### config.mk
export PLATFORM = sky130hd
export DESIGN_NAME = ucd_alpha_decoder
export DESIGN_NICKNAME = d
export VERILOG_FILES = /design/src/ucd_pkg.sv /design/src/ucd_alpha_decoder.sv /design/src/ucd_offset_map.sv
export SDC_FILE = /design/constraint.sdc
export NUM_CORES = 1
export LEC_CHECK = 0
export BUFFER_PORTS_ARGS = -buffer_cell sky130_fd_sc_hd__buf_4
export CAP_MARGIN = 0
export CORE_ASPECT_RATIO = 0.5
export CORE_MARGIN = 1
export CORE_UTILIZATION = 50
export CTS_CLUSTER_SIZE = 8
export DETAILED_ROUTE_END_ITERATION = 10
export HOLD_SLACK_MARGIN = 0.12
export PLACE_DENSITY = 0.72
export RECOVER_POWER = 100
export SLEW_MARGIN = 40
export SYNTH_ARGS = -nofsm -noshare
export SYNTH_HDL_FRONTEND = slang
export SYNTH_SLANG_ARGS = --single-unit
### constraint.sdc
create_clock -name sys_clk -period 2.2 [get_ports sys_clk]
set_input_delay 0.22 -clock sys_clk [delete_from_list [all_inputs] [get_ports sys_clk]]
set_output_delay 0.22 -clock sys_clk [all_outputs]
set_load 0.01 [all_outputs]
### src/ucd_pkg.sv
// Package for the alpha field decoder: coding markers, carrier types, states.
// Assumes one 25 MHz clock domain; no software registers.
// Function
// Leading byte 0x80 makes each following byte pair one 16-bit character, high byte first.
// The encoder pads unused 0x80-coded bytes with 0xFF, and the decoder ends the text at that padding.
// Leading byte 0x81 makes byte two the character count, and output stops when the count is reached.
// Under 0x81 the third byte gives base pointer {0, byte, 7'b0}.
// Under 0x81 each later byte gives a default-alphabet character if bit 7 is clear, else base plus low seven bits.
// Leading byte 0x82 makes byte two the count and bytes three and four the full 16-bit base pointer.
// Under 0x82 each byte from the fifth gives a default-alphabet character or base plus low seven bits.
// Under 0x81 a 0xFF byte inside the count is a real character at base plus 0x7F, not padding.
// The encoder uses one coding per record and none of the 16-bit codings for pure default-alphabet text.
// All three 16-bit codings are decoded, so both small and large character sets are served.
// Any other leading byte makes every byte a default-alphabet character, and each output is flagged by kind.
`default_nettype none
package ucd_pkg;
   localparam logic [7:0] UCD_MARK_PAIR  = 8'h80;
   localparam logic [7:0] UCD_MARK_HALF  = 8'h81;
   localparam logic [7:0] UCD_MARK_FULL  = 8'h82;
   localparam logic [7:0] UCD_PAD        = 8'hFF;
   localparam logic [7:0] UCD_COUNT_RST  = 8'h00;
   localparam logic [15:0] UCD_BASE_RST  = 16'h0000;

   typedef enum logic [2:0] {
      UCD_S_LEAD  = 3'b000,
      UCD_S_COUNT = 3'b001,
      UCD_S_BASEH = 3'b010,
      UCD_S_BASEL = 3'b011,
      UCD_S_BODY  = 3'b100,
      UCD_S_PAIRL = 3'b101,
      UCD_S_DONE  = 3'b110
   } ucd_state_t;

   typedef enum logic [1:0] {
      UCD_C_PLAIN = 2'b00,
      UCD_C_PAIR  = 2'b01,
      UCD_C_HALF  = 2'b10,
      UCD_C_FULL  = 2'b11
   } ucd_coding_t;

   // Decoded character: code point plus kind flag
   typedef struct packed {
      logic        ucs2;
      logic [15:0] code;
   } ucd_char_t;
endpackage : ucd_pkg
`default_nettype wire

### src/ucd_alpha_decoder.sv
// Byte-serial alpha field decoder: record bytes in, characters out.
// Assumes bytes come from a record buffer on sys_clk with valid/ready and a
// last marker on the final byte of the record.
`default_nettype none
module ucd_alpha_decoder
   import ucd_pkg::*;
(
   // Clock and reset
   input  wire logic       sys_clk,
   input  wire logic       rst_n,
   // Byte input
   input  wire logic       in_valid,
   input  wire logic [7:0] in_byte,
   input  wire logic       in_last,
   output logic            in_ready,
   // Character output
   output logic            out_valid,
   output var ucd_char_t   out_char,
   output logic            out_end,
   output var ucd_coding_t out_coding
);
   ucd_state_t  state_reg,  state_next;
   ucd_coding_t coding_reg, coding_next;
   logic [7:0]  count_reg,  count_next;
   logic [15:0] base_reg,   base_next;
   logic [7:0]  hi_reg,     hi_next;
   logic        ov_reg,     ov_next;
   ucd_char_t   oc_reg,     oc_next;
   logic        oe_reg,     oe_next;
   ucd_char_t   mapped;
   logic        take;

   ucd_offset_map u_map (
      .byte_in (in_byte),
      .base    (base_reg),
      .ch      (mapped)
   );

   // Input is taken whenever in_valid is high; bytes past the end of text are swallowed until in_last
   assign take = in_valid;

   // ----------------------------------------------------------------
   // Decode state machine
   // ----------------------------------------------------------------
   always_comb begin
      state_next  = state_reg;
      coding_next = coding_reg;
      count_next  = count_reg;
      base_next   = base_reg;
      hi_next     = hi_reg;
      ov_next     = 1'b0;
      oc_next     = oc_reg;
      oe_next     = 1'b0;
      if (take) begin
         unique case (state_reg)
            UCD_S_LEAD: begin
               if (in_byte == UCD_MARK_PAIR) begin
                  coding_next = UCD_C_PAIR;
                  state_next  = UCD_S_BODY;
               end else if (in_byte == UCD_MARK_HALF) begin
                  coding_next = UCD_C_HALF;
                  state_next  = UCD_S_COUNT;
               end else if (in_byte == UCD_MARK_FULL) begin
                  coding_next = UCD_C_FULL;
                  state_next  = UCD_S_COUNT;
               end else begin
                  coding_next = UCD_C_PLAIN;
                  ov_next     = 1'b1;
                  oc_next     = '{ucs2: 1'b0, code: {9'h000, in_byte[6:0]}};
                  state_next  = UCD_S_BODY;
               end
            end
            UCD_S_COUNT: begin
               count_next = in_byte;
               state_next = UCD_S_BASEH;
            end
            UCD_S_BASEH: begin
               if (coding_reg == UCD_C_HALF) begin
                  base_next  = {1'b0, in_byte, 7'h00};
                  state_next = (count_reg == UCD_COUNT_RST) ? UCD_S_DONE : UCD_S_BODY;
               end else begin
                  base_next  = {in_byte, 8'h00};
                  state_next = UCD_S_BASEL;
               end
            end
            UCD_S_BASEL: begin
               base_next  = {base_reg[15:8], in_byte};
               state_next = (count_reg == UCD_COUNT_RST) ? UCD_S_DONE : UCD_S_BODY;
            end
            UCD_S_BODY: begin
               unique case (coding_reg)
                  UCD_C_PLAIN: begin
                     ov_next = 1'b1;
                     oc_next = '{ucs2: 1'b0, code: {9'h000, in_byte[6:0]}};
                  end
                  UCD_C_PAIR: begin
                     if (in_byte == UCD_PAD) begin
                        state_next = UCD_S_DONE;
                     end else begin
                        hi_next    = in_byte;
                        state_next = UCD_S_PAIRL;
                     end
                  end
                  UCD_C_HALF, UCD_C_FULL: begin
                     // 0xFF inside the count is a character, never padding
                     ov_next    = 1'b1;
                     oc_next    = mapped;
                     count_next = count_reg - 8'h01;
                     if (count_reg == 8'h01) begin
                        state_next = UCD_S_DONE;
                     end
                  end
               endcase
            end
            UCD_S_PAIRL: begin
               ov_next    = 1'b1;
               oc_next    = '{ucs2: 1'b1, code: {hi_reg, in_byte}};
               state_next = UCD_S_BODY;
            end
            UCD_S_DONE: begin
               state_next = UCD_S_DONE;
            end
            default: begin
               state_next = UCD_S_DONE;
            end
         endcase
         // Record boundary resets the decoder for the next record
         if (in_last) begin
            state_next = UCD_S_LEAD;
            oe_next    = 1'b1;
         end
      end
   end

   always_ff @(posedge sys_clk or negedge rst_n) begin
      if (!rst_n) begin
         state_reg  <= UCD_S_LEAD;
         coding_reg <= UCD_C_PLAIN;
         count_reg  <= UCD_COUNT_RST;
         base_reg   <= UCD_BASE_RST;
         hi_reg     <= 8'h00;
         ov_reg     <= 1'b0;
         oc_reg     <= '0;
         oe_reg     <= 1'b0;
      end else begin
         state_reg  <= state_next;
         coding_reg <= coding_next;
         count_reg  <= count_next;
         base_reg   <= base_next;
         hi_reg     <= hi_next;
         ov_reg     <= ov_next;
         oc_reg     <= oc_next;
         oe_reg     <= oe_next;
      end
   end

   // Ready is held high by a flop so downstream never stalls the buffer
   logic rdy_reg;
   always_ff @(posedge sys_clk or negedge rst_n) begin
      if (!rst_n) begin
         rdy_reg <= 1'b0;
      end else begin
         rdy_reg <= 1'b1;
      end
   end

   assign in_ready   = rdy_reg;
   assign out_valid  = ov_reg;
   assign out_char   = oc_reg;
   assign out_end    = oe_reg;
   assign out_coding = coding_reg;
endmodule : ucd_alpha_decoder
`default_nettype wire

### src/ucd_offset_map.sv
// Maps one body byte to a character under a base pointer.
// Assumes base pointer already assembled by the caller.
`default_nettype none
module ucd_offset_map
   import ucd_pkg::*;
(
   // Inputs
   input  wire logic [7:0]  byte_in,
   input  wire logic [15:0] base,
   // Result
   output var ucd_char_t    ch
);
   always_comb begin
      if (byte_in[7]) begin
         ch.ucs2 = 1'b1;
         ch.code = base + {9'h000, byte_in[6:0]};
      end else begin
         ch.ucs2 = 1'b0;
         ch.code = {9'h000, byte_in[6:0]};
      end
   end
endmodule : ucd_offset_map
`default_nettype wire

==> reports/qor_table.md, run 1 <==
| Metric | This run | Unit |
|:---|:---|:---|
| Worst Setup End Kind | flop | - |
| Syn-to-layout area delta | 18.9 | % |
| Slew headroom | 0.0644 | - |
| Number of remaining DRC errors | 0 | - |
| Clock buffer count from CTS | 9 | - |
| Top cell type's share of synthesized area | 0.431 | - |
| Top library cells by usage in the layout, fill and taps aside | sky130_fd_sc_hd__dfrtp_1 (57), sky130_fd_sc_hd__nand2_1 (50), sky130_fd_sc_hd__o21ai_0 (33), sky130_fd_sc_hd__nor2_1 (30), sky130_fd_sc_hd__clkbuf_1 (28) | - |
| Fin. max-slew vios | 0 | - |
| Final Wtd Congestion | 0.930 | - |
| Number of flops mapped to enable cells by yosys | 0 | - |
| Count of final setup violators | 0 | - |
| Effective utilization at floorplan | 0.531 | - |
| Top FF cell, synth | sky130_fd_sc_hd__dfrtp_1 | - |
| Placed standard-cell area | 0.00372 | mm^2 |
| Post-synth net total | 396 | - |
| Int Power | 3.04 | mW |
| Vias per cell | 5.76 | - |
| Sequential Power Share | 0.352 | - |
| Flip-flop count of the largest register, all copies and words added | 17 | - |
| Top cells by area in the synthesized netlist | sky130_fd_sc_hd__dfrtp_1 (43%), sky130_fd_sc_hd__nand2_1 (5.7%), sky130_fd_sc_hd__o21ai_0 (5.1%) | - |
| Count of buffers from port buffering | 33 | - |
| First-pass GRT wire length | 13.5 | mm |
| Origin of the worst min-delay path | in_valid | - |
| Biggest area consumer among synthesized cells | sky130_fd_sc_hd__dfrtp_1 | - |
| Category of the worst setup path launch point | flop | - |
| Final worst-path cycle share | 0.960 | - |
| Post-layout min period | 2.11 | ns |
| Count of cells along the worst hold path | 2 | - |
| Data required, critical path | 2.45 | ns |
| Pin count of the biggest net entering global routing | 58 | - |
| Sum of overflow across all layers after global routing | 0 | - |
| Switching power of the nets | 1.88 | mW |
| Placed cell count | 490 | - |
| Async set or reset register ratio after synthesis | 1.00 | - |
| Total Wirelength | 8.53 | mm |
| Clock sinks | 57 | - |
| Total number of vias | 2928 | - |
| Number of nets with antenna violations after routing | 0 | - |
| Max Clock Skew | 0.00571 | ns |
| Maximum capacitance violations | 0 | - |
| Depth of the most critical reg-to-reg path | 5 | - |
| 1st-iter DRT viols | 235 | - |
| Static Leakage | 1.77 | nW |
| Final Hold Violating Endpoints | 0 | - |
| Total global routing track utilization | 0.267 | - |
| Total core area | 0.00623 | mm^2 |
| Width of the die | 117 | um |
| Number of levels the H-tree was split into | 3 | - |
| Initial antenna violation count | 0 | - |
| Nets | 438 | - |
| Die H | 59.5 | um |
| Average instance area after synthesis | 8.87 | um^2 |
| Diode count | 0 | - |
| Maximum vdd ir drop | 0.582 | mV |
| Synth Cell Area | 0.00331 | mm^2 |
| Worst setup path category | reg -> reg | - |
| Worst slack, placed | 0.0545 | ns |
| Routed length per instance | 16.8 | um |
| Setup slack of the most critical reg-to-reg path | 0.09 | ns |
| Number of standard cells after synthesis | 373 | - |
| Data arrival time at the worst-slack endpoint | 2.37 | ns |
| Maximum achievable frequency | 0.473 | GHz |
| Synth unique cells | 57 | - |
| Via count of the first global-routing pass | 2791 | - |
| R2R Path Start | count_reg[4] | - |
| CTS tree | yes | - |
| Clock Power Share | 0.279 | - |
| Number of buffers between clock root and the deepest sink | 2 | - |
| Fraction of power consumed by combinational cells | 0.369 | - |
| HPWL Detailed | 6.13 | mm |
| CTS root buf | sky130_fd_sc_hd__clkbuf_16 | - |
| Number of rows in the core area | 20 | - |
| Area of all placed cells without fillers | 0.00393 | mm^2 |
| Die ar. | 0.00697 | mm^2 |
| Top-level port count | 34 | - |
| HP Class | in -> reg | - |
| Run status | finished clean | - |
| Number of detailed-route iterations in the first pass | 4 | - |
| Clock Pin Slew Worst Setup and Hold Paths | 0.05 | ns |
| Final non-filler cell total | 508 | - |
| Fillcell total | 521 | - |
| Destination of the worst register-to-register timing path | state_reg[1] | - |
| Power density over the cells | 1250 | mW/mm^2 |
| Worst min-delay path endpoint | state_reg[0] | - |
| Syn. warnings | 0 | - |
| CP max FO | 6 | - |
| Number of synthesized register bits | 57 | - |
| Clock insertion delay at the later pin of the skew report | 0.33 | ns |
| Switching share of total power | 0.382 | - |
| Fraction of final layout cells sized beyond drive strength 1 | 0.143 | - |
| Tightest Pin Transition | 1.40 | ns |
| Most common cell after layout, fill and taps aside | sky130_fd_sc_hd__dfrtp_1 | - |
| Min setup slack post-route | 0.0871 | ns |
| Part of the Yosys area used for sequential elements | 0.431 | - |
## layout make-up
type / count / area [um^2] / share of cell area
Clock buffer: 13 / 250 / 0.0636
Inverter: 13 / 48.8 / 0.0124
Tap cell: 88 / 110 / 0.0280
Multi-Input combinational cell: 278 / 1740 / 0.441
Sequential cell: 57 / 1430 / 0.363
Timing Repair Buffer: 56 / 322 / 0.0817
Clock inverter: 3 / 40.0 / 0.0102
## cell families after synthesis
group	share of synthesized area
XOR/XNOR	0.0238
buffers and inverters	0.0476
flip-flops	0.431
multiplexers	0.0363
AO/OA/AOI/OAI	0.206
AND/OR/NAND/NOR	0.210
other	0.00113
adder cells (fa/ha/maj)	0.0439
## how the worst max path moves through the flow
stage	start	to	slack (ns)	depth (start not counted)
finish	count_reg[4]	state_reg[1]	0.09	5
global route	base_reg[0]	out_char[6]	-0.003	9
CTS	base_reg[0]	out_char[14]	0.05	9
detailed placement	base_reg[0]	out_char[12]	0.05	8
global placement	base_reg[0]	out_char[12]	0.14	8
floorplan	in_byte[1]	out_char[12]	0.02	8
## power groups by stage
stage          combinational (mW)  clock [mW]  sequential, mW
6_report                     1.81        1.37            1.73
5_1_grt                      2.05        1.43            1.79
4_1_cts                      1.87        1.39            1.74
3_5_place_dp                 1.86           0            1.75
3_3_place_gp                 1.80           0            1.73
2_1_floorplan                1.32           0            1.67
## metal layers
| metal | global-route usage | up-vias | wire length (um) |
|---|---|---|---|
| li1 | - | 1422 | - |
| met1 | 0.358 | 1401 | 3950 |
| met2 | 0.436 | 92 | 3910 |
| met3 | 0.0706 | 13 | 570 |
| met4 | 0.0633 | 0 | 102 |
| met5 | 0 | - | 0 |
## synthesized netlist by cell type, drive strengths merged (2+ instances only)
| library cell | n |
|---|---|
| or4 | 2 |
| o21a | 2 |
| a21oi | 18 |
| nor4 | 3 |
| nor2b | 7 |
| o21ai | 34 |
| nor3 | 12 |
| mux2i | 3 |
| xor2 | 3 |
| and2 | 3 |
| nand3b | 2 |
| nand2b | 3 |
| nor2 | 30 |
| o211ai | 2 |
| a2111oi | 2 |
| a31oi | 10 |
| a211oi | 4 |
| buf | 6 |
| o31ai | 4 |
| a21o | 2 |
| nand3 | 9 |
| a211o | 4 |
| o211a | 3 |
| or3 | 3 |
| a221o | 3 |
| or2 | 2 |
| nand2 | 50 |
| xnor2 | 6 |
| a22oi | 7 |
| inv | 13 |
| mux2 | 8 |
| and3 | 4 |
| o21bai | 2 |
| o22ai | 2 |
| and4 | 2 |
| dfrtp | 57 |
| clkbuf | 19 |
| ha | 10 |
| nand4 | 5 |
## critical path, cell delays in order, from the launching register on
cell and delay [ns]:
sky130_fd_sc_hd__dfrtp_1 0.43, sky130_fd_sc_hd__or3_1 0.46, sky130_fd_sc_hd__or4_1 0.47, sky130_fd_sc_hd__o211a_1 0.23, sky130_fd_sc_hd__or3_1 0.31, sky130_fd_sc_hd__a21oi_1 0.14
## what timing repair did
action,in CTS,in global routing
hold buffers,1,0
hold endpoints to repair,57,0
setup buffers,0,1
setup endpoints to repair,0,6
gates resized for setup,0,6
## stage by stage
step           power [mW]  hold slack (ns)  TNS [ns]  utilization
2_1_floorplan        2.99          -0.0756         0            -
3_3_place_gp         3.53            0.311         0        0.597
3_5_place_dp         3.61            0.332         0        0.597
4_1_cts              5.00            0.162         0        0.645
5_1_grt              5.27            0.186  -0.00271        0.631
6_report             4.91            0.167         0        0.631
(Power assumes the default switching activity.)
==> run 2, diff against run 1 <==
PLACE_DENSITY = unset   (was 0.72)
PLACE_DENSITY_LB_ADDON = 0.2   (was unset)
TNS_END_PERCENT = 30   (was unset)
==> reports/qor_table.md, run 2 (synthesized netlist as in run 1, its figures left out) <==
| Metric | This run | Unit |
|:---|:---|:---|
| Origin of the worst min-delay path | in_valid | - |
| Post-layout min period | 2.12 | ns |
| Width of the die | 117 | um |
| Slew headroom | 0.0803 | - |
| CP max FO | 6 | - |
| Clock insertion delay at the later pin of the skew report | 0.33 | ns |
| Syn-to-layout area delta | 18.3 | % |
| Top-level port count | 34 | - |
| Static Leakage | 1.77 | nW |
| Total global routing track utilization | 0.269 | - |
| Total Wirelength | 8.31 | mm |
| Vias per cell | 5.78 | - |
| Number of buffers between clock root and the deepest sink | 2 | - |
| Top library cells by usage in the layout, fill and taps aside | sky130_fd_sc_hd__dfrtp_1 (57), sky130_fd_sc_hd__nand2_1 (50), sky130_fd_sc_hd__o21ai_0 (33), sky130_fd_sc_hd__nor2_1 (30), sky130_fd_sc_hd__clkbuf_1 (27) | - |
| Clock Pin Slew Worst Setup and Hold Paths | 0.05 | ns |
| Fin. max-slew vios | 0 | - |
| Flip-flop count of the largest register, all copies and words added | 17 | - |
| Clock buffer count from CTS | 9 | - |
| CTS root buf | sky130_fd_sc_hd__clkbuf_16 | - |
| Pin count of the biggest net entering global routing | 58 | - |
| Area of all placed cells without fillers | 0.00392 | mm^2 |
| Unrepaired setup endpoints after global routing | true | - |
| Power density over the cells | 1250 | mW/mm^2 |
| Total core area | 0.00623 | mm^2 |
| Maximum achievable frequency | 0.471 | GHz |
| Die H | 59.5 | um |
| Fraction of final layout cells sized beyond drive strength 1 | 0.138 | - |
| R2R Path Start | count_reg[4] | - |
| Number of remaining DRC errors | 0 | - |
| Destination of the worst register-to-register timing path | state_reg[1] | - |
| Effective utilization at floorplan | 0.531 | - |
| Footprint of the multi-input gates | 0.00172 | mm^2 |
| Count of final setup violators | 0 | - |
| Category of the worst setup path launch point | flop | - |
| Worst setup path category | reg -> reg | - |
| Final non-filler cell total | 507 | - |
| Number of detailed-route iterations in the first pass | 5 | - |
| Run status | finished clean | - |
| Placed standard-cell area | 0.00372 | mm^2 |
| Data required, critical path | 2.44 | ns |
| Area taken by flip-flops and latches | 0.00143 | mm^2 |
| Final Hold Violating Endpoints | 0 | - |
| HP Class | in -> reg | - |
| Fillcell total | 547 | - |
| Depth of the most critical reg-to-reg path | 5 | - |
| Max Clock Skew | 0.00883 | ns |
| Sum of overflow across all layers after global routing | 0 | - |
| Worst Setup End Kind | flop | - |
| Maximum capacitance violations | 0 | - |
| Final worst-path cycle share | 0.966 | - |
| HPWL Detailed | 5.97 | mm |
| Final Wtd Congestion | 0.895 | - |
| Maximum vdd ir drop | 0.556 | mV |
| Die ar. | 0.00697 | mm^2 |
| Worst min-delay path endpoint | state_reg[0] | - |
| Number of nets with antenna violations after routing | 0 | - |
| Placed cell count | 490 | - |
| Count of cells along the worst hold path | 2 | - |
| Total number of vias | 2932 | - |
| Number of rows in the core area | 20 | - |
| 1st-iter DRT viols | 184 | - |
| Via count of the first global-routing pass | 2725 | - |
| First-pass GRT wire length | 13.5 | mm |
| CTS tree | yes | - |
| Tightest Pin Transition | 1.38 | ns |
| Setup slack of the most critical reg-to-reg path | 0.08 | ns |
| Data arrival time at the worst-slack endpoint | 2.36 | ns |
| Most common cell after layout, fill and taps aside | sky130_fd_sc_hd__dfrtp_1 | - |
| Initial antenna violation count | 0 | - |
| Nets | 437 | - |
| Number of levels the H-tree was split into | 3 | - |
| Diode count | 0 | - |
| Clock sinks | 57 | - |
| Count of buffers from port buffering | 33 | - |
| Routed length per instance | 16.4 | um |
## run 2: power breakdown
group / switching (mW) / total [mW] / internal, mW
logic: 1.05 / 1.79 / 0.747
clock network: 0.452 / 1.35 / 0.902
registers: 0.345 / 1.74 / 1.40
total: 1.84 / 4.89 / 3.04
## run 2: what timing repair did
item | 4_1_cts | 5_1_grt
endpoints found under the setup margin | 0 | 6
hold buffers | 1 | 0
endpoints found under the hold margin | 57 | 0
resized for setup | 0 | 2
setup buffers | 0 | 0
## run 2: layer usage
| metal | GRT usage | up-vias | part of all wire |
|---|---|---|---|
| met5 | 0 | - | 0 |
| met4 | 0.0615 | 0 | 0.0072 |
| met3 | 0.0992 | 8 | 0.080 |
| met2 | 0.426 | 109 | 0.44 |
| met1 | 0.354 | 1398 | 0.48 |
| li1 | - | 1417 | - |
## run 2: worst max-delay path by stage
stage               slack [ns]         start  cells after the start      endpoint
floorplan                 0.02    in_byte[1]                      8  out_char[12]
global placement          0.13   base_reg[0]                      8  out_char[12]
detailed placement        0.08   base_reg[0]                      8  out_char[12]
CTS                       0.08   base_reg[0]                      8  out_char[12]
global route             -0.02   base_reg[0]                      8  out_char[12]
finish                    0.08  count_reg[4]                      5  state_reg[1]
## run 2: critical path: stages, from the launching register on
cell and delay [ns]:
sky130_fd_sc_hd__dfrtp_1 0.43, sky130_fd_sc_hd__or3_4 0.43, sky130_fd_sc_hd__or4_4 0.44, sky130_fd_sc_hd__o211a_1 0.21
sky130_fd_sc_hd__or3_1 0.32, sky130_fd_sc_hd__a21oi_1 0.20
## run 2: metrics by stage
stage	worst slack, ns	TNS [ns]	util	total power, mW	hold WS [ns]
2_1_floorplan	0.0164	0	-	2.99	-0.0756
3_3_place_gp	0.133	0	0.597	3.52	0.314
3_5_place_dp	0.0790	0	0.597	3.61	0.325
4_1_cts	0.0767	0	0.645	4.98	0.151
5_1_grt	-0.0189	-0.0211	0.628	5.23	0.178
6_report	0.0755	0	0.628	4.89	0.169
## run 2: final cells by class
class	instances	area share
clock buffer	13	0.0639
timing repair buffer	55	0.0805
inverter	13	0.0125
multi-input combinational	278	0.440
tap	88	0.0281
clock inverter	3	0.0102
sequential	57	0.364
